`src/logic/twsm_pkg.sv`:
```
// Behaviour
// - This block alone makes start and stop
// - Data changes only while clock is low
// - Start: data falls while clock high
// - Stop: data rises while clock high
// - Bus busy from start until stop
// - Whole bytes, most significant bit first
// - Ninth clock carries the acknowledge bit
// - Clock never faster than 100 kbit/s
// - Lines only pulled low or released
// - Address byte: seven bits plus direction
// - Every transaction opens with start, address
// - Register address byte follows slave address
// - Master writes data; slave drives reads
// - Data-line write: bit 0 sets pin
// - Data-line read: bit 1 shows pin
// - Clock-line write: bit 0 sets pin
// - Clock-line read: bit 1 shows pin
package twsm_pkg;

    // Register byte offsets
    localparam logic [7:0] OFS_DATA_LINE  = 8'h00;
    localparam logic [7:0] OFS_CLOCK_LINE = 8'h04;
    localparam logic [7:0] OFS_CMD        = 8'h08;
    localparam logic [7:0] OFS_TX_DATA    = 8'h0c;
    localparam logic [7:0] OFS_RX_DATA    = 8'h10;
    localparam logic [7:0] OFS_STATUS     = 8'h14;

    // Field positions
    localparam int LVL_OUT_BIT   = 0;
    localparam int LVL_IN_BIT    = 1;
    localparam int CMD_START_BIT = 0;
    localparam int CMD_STOP_BIT  = 1;
    localparam int CMD_WRITE_BIT = 2;
    localparam int CMD_READ_BIT  = 3;
    localparam int CMD_NACK_BIT  = 4;
    localparam int ST_BUSY_BIT   = 0;
    localparam int ST_BUS_BIT    = 1;
    localparam int ST_ACKN_BIT   = 2;
    localparam int ST_DONE_BIT   = 3;

    // Reset values
    localparam logic       LINE_RST = 1'b1;
    localparam logic [7:0] BYTE_RST = 8'h00;

    // Timing: quarter of the shortest legal bit period, rounded up
    localparam int CLK_PERIOD_NS = 10;
    localparam int SCL_MAX_KHZ   = 100;
    localparam int SCL_PERIOD_NS = 1000000 / SCL_MAX_KHZ;
    localparam int QTR_CYC       = (SCL_PERIOD_NS + 4 * CLK_PERIOD_NS - 1) / (4 * CLK_PERIOD_NS);

    // Last step index of each phase, and the ack bit index
    localparam logic [2:0] START_LAST = 3'h3;
    localparam logic [2:0] BIT_LAST   = 3'h3;
    localparam logic [2:0] STOP_LAST  = 3'h6;
    localparam logic [3:0] ACK_IDX    = 4'h8;

    typedef enum logic [1:0] {
        TWSM_IDLE,
        TWSM_START,
        TWSM_XFER,
        TWSM_STOP
    } twsm_fsm_t;

    typedef struct packed {
        logic        psel;
        logic        penable;
        logic        pwrite;
        logic [7:0]  paddr;
        logic [31:0] pwdata;
    } twsm_apb_req_t;

    typedef struct packed {
        logic        pready;
        logic        pslverr;
        logic [31:0] prdata;
    } twsm_apb_rsp_t;

    typedef struct packed {
        logic [1:0]    sda_sync;
        logic [1:0]    scl_sync;
        logic          sda_prev;
        logic          scl_prev;
        logic          sda_lvl;
        logic          scl_lvl;
        logic          drv_low;
        logic          sda_oe_n;
        logic          scl_oe_n;
        twsm_fsm_t     fsm;
        logic [2:0]    step;
        logic [3:0]    bit_idx;
        logic [15:0]   timer;
        logic          do_xfer;
        logic          do_read;
        logic          do_stop;
        logic          nack_lvl;
        logic [7:0]    shift;
        logic [7:0]    tx;
        logic [7:0]    rx;
        logic          ack_n;
        logic          done;
        logic          bus_busy;
        twsm_apb_rsp_t rsp;
    } twsm_regs_t;

endpackage

```
`src/logic/twsm_master.sv`:
```
// Our own choices: the APB slave port and the register offsets.
`timescale 1ns/100ps
module twsm_master
    import twsm_pkg::*;
#(
    parameter int QTR_CYCLES = QTR_CYC
) (
    input  wire logic          pclk,
    input  wire logic          presetn,
    input  wire twsm_apb_req_t apb_req,
    output twsm_apb_rsp_t      apb_rsp,
    input  wire logic          sda_i,
    output logic               sda_o,
    output logic               sda_oe_n,
    input  wire logic          scl_i,
    output logic               scl_o,
    output logic               scl_oe_n
);

    twsm_regs_t q;
    twsm_regs_t d;

    logic        setup;
    logic        wr;
    logic        sda_s;
    logic        scl_s;
    logic        adv;
    logic        stretch;
    logic        out_bit;
    logic [15:0] reload;

    // Sensed pin levels come only from the second synchroniser stage
    assign sda_s   = q.sda_sync[1];
    assign scl_s   = q.scl_sync[1];
    assign setup   = apb_req.psel & ~apb_req.penable;
    assign wr      = apb_req.psel & apb_req.penable & q.rsp.pready & apb_req.pwrite;
    assign reload  = 16'(QTR_CYCLES - 1);
    // A slave holding the clock low freezes the quarter timer
    assign stretch = q.scl_lvl & ~scl_s;
    assign adv     = (q.fsm != TWSM_IDLE) & (q.timer == 16'h0000) & ~stretch;
    // Ack slot: receiver drives, transmitter releases
    assign out_bit = (q.bit_idx == ACK_IDX) ? (q.do_read ? q.nack_lvl : 1'b1)
                                            : (q.do_read ? 1'b1 : q.shift[7]);

    // Next-state logic for the whole block
    always_comb begin
        d = q;
        d.sda_sync = {q.sda_sync[0], sda_i};
        d.scl_sync = {q.scl_sync[0], scl_i};
        d.sda_prev = sda_s;
        d.scl_prev = scl_s;
        d.drv_low  = 1'b0;

        // Bus occupancy follows start and stop seen on the wires
        if (q.scl_prev && scl_s && q.sda_prev && !sda_s) begin
            d.bus_busy = 1'b1;
        end else if (q.scl_prev && scl_s && !q.sda_prev && sda_s) begin
            d.bus_busy = 1'b0;
        end

        // APB setup phase: decode and register the answer
        d.rsp.pready  = setup;
        d.rsp.pslverr = 1'b0;
        d.rsp.prdata  = 32'h0000_0000;
        if (setup && !apb_req.pwrite) begin
            case (apb_req.paddr)
                OFS_DATA_LINE: begin
                    d.rsp.prdata[LVL_OUT_BIT] = q.sda_lvl;
                    d.rsp.prdata[LVL_IN_BIT]  = sda_s;
                end
                OFS_CLOCK_LINE: begin
                    d.rsp.prdata[LVL_OUT_BIT] = q.scl_lvl;
                    d.rsp.prdata[LVL_IN_BIT]  = scl_s;
                end
                OFS_CMD: ;
                OFS_TX_DATA: d.rsp.prdata[7:0] = q.tx;
                OFS_RX_DATA: d.rsp.prdata[7:0] = q.rx;
                OFS_STATUS: begin
                    d.rsp.prdata[ST_BUSY_BIT] = (q.fsm != TWSM_IDLE);
                    d.rsp.prdata[ST_BUS_BIT]  = q.bus_busy;
                    d.rsp.prdata[ST_ACKN_BIT] = q.ack_n;
                    d.rsp.prdata[ST_DONE_BIT] = q.done;
                end
                default: d.rsp.pslverr = 1'b1;
            endcase
        end else if (setup) begin
            case (apb_req.paddr)
                OFS_DATA_LINE, OFS_CLOCK_LINE, OFS_CMD,
                OFS_TX_DATA, OFS_RX_DATA, OFS_STATUS: ;
                default: d.rsp.pslverr = 1'b1;
            endcase
        end

        // APB access edge: writes take effect here
        if (wr) begin
            case (apb_req.paddr)
                OFS_DATA_LINE: begin
                    // Manual levels only while the sequencer is idle
                    if (q.fsm == TWSM_IDLE) begin
                        d.sda_lvl = apb_req.pwdata[LVL_OUT_BIT];
                    end
                end
                OFS_CLOCK_LINE: begin
                    if (q.fsm == TWSM_IDLE) begin
                        d.scl_lvl = apb_req.pwdata[LVL_OUT_BIT];
                    end
                end
                OFS_TX_DATA: begin
                    // Software loads address byte, register byte or data here
                    if (q.fsm == TWSM_IDLE) begin
                        d.tx = apb_req.pwdata[7:0];
                    end
                end
                OFS_STATUS: begin
                    if (apb_req.pwdata[ST_DONE_BIT]) begin
                        d.done = 1'b0;
                    end
                end
                OFS_CMD: begin
                    if (q.fsm == TWSM_IDLE) begin
                        d.do_read  = apb_req.pwdata[CMD_READ_BIT];
                        d.do_xfer  = apb_req.pwdata[CMD_WRITE_BIT]
                                   | apb_req.pwdata[CMD_READ_BIT];
                        d.do_stop  = apb_req.pwdata[CMD_STOP_BIT];
                        d.nack_lvl = apb_req.pwdata[CMD_NACK_BIT];
                        d.timer    = reload;
                        d.step     = 3'h0;
                        d.bit_idx  = 4'h0;
                        d.shift    = q.tx;
                        if (apb_req.pwdata[CMD_START_BIT]) begin
                            d.fsm     = TWSM_START;
                            d.sda_lvl = 1'b1;
                        end else if (d.do_xfer) begin
                            d.fsm     = TWSM_XFER;
                            d.scl_lvl = 1'b0;
                        end else if (d.do_stop) begin
                            d.fsm     = TWSM_STOP;
                            d.scl_lvl = 1'b0;
                        end
                    end
                end
                default: ;
            endcase
        end

        // Quarter timer; held while a slave stretches the clock
        if (q.fsm != TWSM_IDLE) begin
            if (adv) begin
                d.timer = reload;
                d.step  = 3'(q.step + 3'h1);
            end else if (!stretch && q.timer != 16'h0000) begin
                d.timer = 16'(q.timer - 16'h0001);
            end
        end

        // Sequencer: levels change on entry to each quarter step
        if (adv) begin
            case (q.fsm)
                TWSM_START: begin
                    case (q.step)
                        3'h0: d.scl_lvl = 1'b1;
                        3'h1: d.sda_lvl = 1'b0;
                        default: ;
                    endcase
                    if (q.step == START_LAST) begin
                        d.step = 3'h0;
                        if (q.do_xfer) begin
                            d.fsm     = TWSM_XFER;
                            d.scl_lvl = 1'b0;
                        end else if (q.do_stop) begin
                            d.fsm     = TWSM_STOP;
                            d.scl_lvl = 1'b0;
                        end else begin
                            d.fsm  = TWSM_IDLE;
                            d.done = 1'b1;
                        end
                    end
                end
                TWSM_XFER: begin
                    case (q.step)
                        3'h0: d.sda_lvl = out_bit;
                        3'h1: d.scl_lvl = 1'b1;
                        default: ;
                    endcase
                    if (q.step == BIT_LAST) begin
                        // Sample at the end of the high phase, then drop clock
                        d.step    = 3'h0;
                        d.scl_lvl = 1'b0;
                        if (q.bit_idx == ACK_IDX) begin
                            d.ack_n = sda_s;
                            if (q.do_read) begin
                                d.rx = q.shift;
                            end
                            if (q.do_stop) begin
                                d.fsm = TWSM_STOP;
                            end else begin
                                d.fsm  = TWSM_IDLE;
                                d.done = 1'b1;
                            end
                        end else begin
                            d.shift   = {q.shift[6:0], sda_s};
                            d.bit_idx = 4'(q.bit_idx + 4'h1);
                        end
                    end
                end
                TWSM_STOP: begin
                    case (q.step)
                        3'h0: d.sda_lvl = 1'b0;
                        3'h1: d.scl_lvl = 1'b1;
                        3'h3: d.sda_lvl = 1'b1;
                        default: ;
                    endcase
                    if (q.step == STOP_LAST) begin
                        // Three idle quarters give the free time before a new start
                        d.step = 3'h0;
                        d.fsm  = TWSM_IDLE;
                        d.done = 1'b1;
                    end
                end
                default: d.fsm = TWSM_IDLE;
            endcase
        end

        // Open drain: enable low pulls the wire low, never drives high
        d.sda_oe_n = d.sda_lvl;
        d.scl_oe_n = d.scl_lvl;
    end

    // State register
    always_ff @(posedge pclk or negedge presetn) begin
        if (!presetn) begin
            q          <= '0;
            q.sda_sync <= {LINE_RST, LINE_RST};
            q.scl_sync <= {LINE_RST, LINE_RST};
            q.sda_prev <= LINE_RST;
            q.scl_prev <= LINE_RST;
            q.sda_lvl  <= LINE_RST;
            q.scl_lvl  <= LINE_RST;
            q.sda_oe_n <= LINE_RST;
            q.scl_oe_n <= LINE_RST;
            q.fsm      <= TWSM_IDLE;
            q.tx       <= BYTE_RST;
            q.rx       <= BYTE_RST;
            q.shift    <= BYTE_RST;
        end else begin
            q <= d;
        end
    end

    // Outputs straight from the state register
    assign apb_rsp  = q.rsp;
    assign sda_o    = q.drv_low;
    assign scl_o    = q.drv_low;
    assign sda_oe_n = q.sda_oe_n;
    assign scl_oe_n = q.scl_oe_n;

endmodule // twsm_master

```
`config.mk`:
```
export PLATFORM = sky130hd
export DESIGN_NAME = twsm_master
export DESIGN_NICKNAME = d
export VERILOG_FILES = /design/src/logic/twsm_pkg.sv /design/src/logic/twsm_master.sv
export SDC_FILE = /design/constraint.sdc
export NUM_CORES = 1
export LEC_CHECK = 0
export BUFFER_PORTS_ARGS = -buffer_cell sky130_fd_sc_hd__buf_2
export CORE_ASPECT_RATIO = 0.9
export CORE_MARGIN = 2
export CORE_UTILIZATION = 45
export CTS_CLUSTER_SIZE = 16
export DETAILED_ROUTE_END_ITERATION = 12
export PLACE_DENSITY = 0.73
export SLEW_MARGIN = 40
export SYNTH_ARGS = -nofsm -noshare
export SYNTH_HDL_FRONTEND = slang
export SYNTH_SLANG_ARGS = --single-unit
export TNS_END_PERCENT = 5
```
`constraint.sdc`:
```
create_clock -name pclk -period 2.4 [get_ports pclk]
set_input_delay 0.36 -clock pclk [delete_from_list [all_inputs] [get_ports pclk]]
set_output_delay 0.36 -clock pclk [all_outputs]
set_load 0.01 [all_outputs]
```
==> metrics.txt <==
Worst Setup SP=q[86]; Seq cells post-synth=74; endpoints failing setup=0; I/O Buffers=34; Post-synth EDFFs=0; final net count=495; r2r endpoint=q[38]; Yosys top cell area share=41.01%; vias=3066; Final Cycle Share=95.08%; Core Rows=32; critical-path cell list=ha_1 > ha_1 > nand2b_1 > nor3_1 > nor4b_2 > and3_1 > buf_12 > mux2_2; Largest stage delay, worst path=410 ps; remaining global-route overflow=0; smallest hold slack=33.43 ps; critical path arrival=2520 ps; Crit path required time=2640 ps; Critical-path top delay cell=dfrtp_1; crit path time final=2282 ps; die area=9724 µm²; Worst VDD drop=0.0002199 V; H-tree levels=3; GRT Resource Usage Total=18.47%; sequential share of the synthesized area=46.23%; Final Skew=18.12 ps; Hold Fails Final Rpt=0; RSZ-0062 raised after global routing=no; origin of the critical flop-to-flop path=q[86]; relative slew slack=65.38%; ANT cells=0; most frequent cell after synthesis=dfrtp_1; biggest area consumer among synthesized cells=dfrtp_1; fmax=0.4382 GHz; top cells by area, synth=dfrtp_1, buf_4, mux2_2; Hold Buf Count CTS=0; cell chosen for the clock root=clkbuf_8; most used cell, CP=ha_1; Remaining DRCs=0; share of layout cells above drive strength 1=25.68%; Routed Antenna Nets=0; most frequent cells after synthesis=dfrtp_1, nor2_1, buf_4; post-synth cell types=60; drt wl/cell=14.91 µm; Crit. End Element=register; mean post-synth cell area=10.17 µm²; min-delay worst type=in -> async; slack of the worst reg-to-reg path=120 ps; Longest Clk Path Bufs=2; global-route wire length before repair=14250 µm; Most used DFF post-synth=dfrtp_1; initial core utilization=46.57%; vias in the first global route=2832; async set or reset register ratio after synthesis=100.0%; initial antenna violation count=0; CTS tree=yes; CTS Buf Count=9; Sum Neg Setup Slack=0 ps; post_cts resized=0; Warnings, synthesis=0; Lkg Pwr=2.064 nW; status=complete, no violations; Power Density=615.7 nW/µm²; Max-Cap Viols=0; postcts setup bufs=0; Placer Congestion=0.9085; CP Launch Type=register; core area=8648 µm²; HPWL Detailed=6081 µm; Setup Crit Path Kind=reg -> reg; Pre-antenna DRT Iters=5; initial DRC count=169; Max Slew Vio Count=0; Worst Path Max Fanout=8; clk sink count=74; CTS clock-pin slew for the worst setup and hold paths=90 ps; Routed WL=8395 µm; area grow syn2layout=11.59%; routed vias/inst=5.446; largest net degree at the start of global routing=42; Synth Instances=396; die height=93.75 µm; die width=103.7 µm; Cell Area, Synth=4028 µm²; I/O Pins=85; Tightest Pin Transition=519.3 ps; Clock Latency Late Sink=360 ps; cell count of the worst reg-to-reg path=8
cells by family (layout without fill, tap and decap cells):
family          Yosys count  in the layout  share of synthesized area (%)
flops                    74             74                          46.23
other cells               1             26                        0.09311
buf+inv                  59             82                          9.568
fa+ha+maj                 9              9                          2.796
mux                      32             32                          8.885
xor+xnor                  9              9                          1.957
simple gates            145            145                          19.66
compound gates           67             67                          10.81
worst max path at each step:
stage,to,cells after the start
final,q[38],8
after global routing,q[39],8
after CTS,q[43],9
after detailed placement,q[43],9
after global placement,q[39],9
after floorplan,q[37],8
layout make-up:
cell class / instances / area [µm²]
fillers: 759 / 4154
multi-input cells: 288 / 1887
flip-flops and latches: 74 / 1862
repair buffers: 57 / 355.3
well taps: 119 / 148.9
clock buffers: 9 / 123.9
clock inverters: 7 / 83.83
inverters: 9 / 33.78
registers in the layout (all words and copies together), names as in the netlist:
signal    flops
apb_rsp      10
d             4
q            58
scl_oe_n      1
sda_oe_n      1
metrics by stage:
stage	cell area [µm²]	cells	power (mW)	utilization (%)	setup slack (ps)
2_1_floorplan	4121	421	1.652	-	180.7
3_3_place_gp	4274	547	1.747	49.42	112.7
3_5_place_dp	4274	547	1.758	49.42	11.02
4_1_cts	4482	563	2.784	51.82	3.220
6_report	4494	563	2.767	51.97	118.0
5_1_grt	4494	563	2.905	51.97	9.996
power by group:
group | internal, mW | switching (mW)
Sequential | 1.32 | 0.0763
Clock | 0.500 | 0.527
Combinational | 0.153 | 0.190
Total | 1.97 | 0.793
per-layer routing:
| layer | global-route usage, % | wire (µm) | vias to the layer above | part of all wire (%) |
|---|---|---|---|---|
| li1 | - | - | 1451 | - |
| met1 | 25.97 | 3993 | 1500 | 48 |
| met2 | 28.75 | 3836 | 110 | 46 |
| met3 | 4.230 | 482 | 5 | 5.7 |
| met4 | 5.405 | 82 | 0 | 0.98 |
| met5 | 0 | 0 | - | 0 |
placed cells by master (no fill, tap or decap), types with 9 or more instances in the layout:
cell type  instances
o21ai_0           16
buf_2             34
conb_1            26
inv_1              9
nand2_1           22
nand3_1           16
mux2_2            20
a21oi_1           17
clkbuf_8           9
nor2_1            43
buf_4             22
ha_1               9
mux2i_1           11
dfrtp_1           66
critical path: cells and delay by family, from the launching register on:
kind / cells / cell delay, ps
buffers and inverters: 1 / 140
flip-flops: 1 / 410
multiplexers: 1 / 330
AND/OR/NAND/NOR: 4 / 860
adder cells (fa/ha/maj): 2 / 420
(Power assumes the default switching activity.)
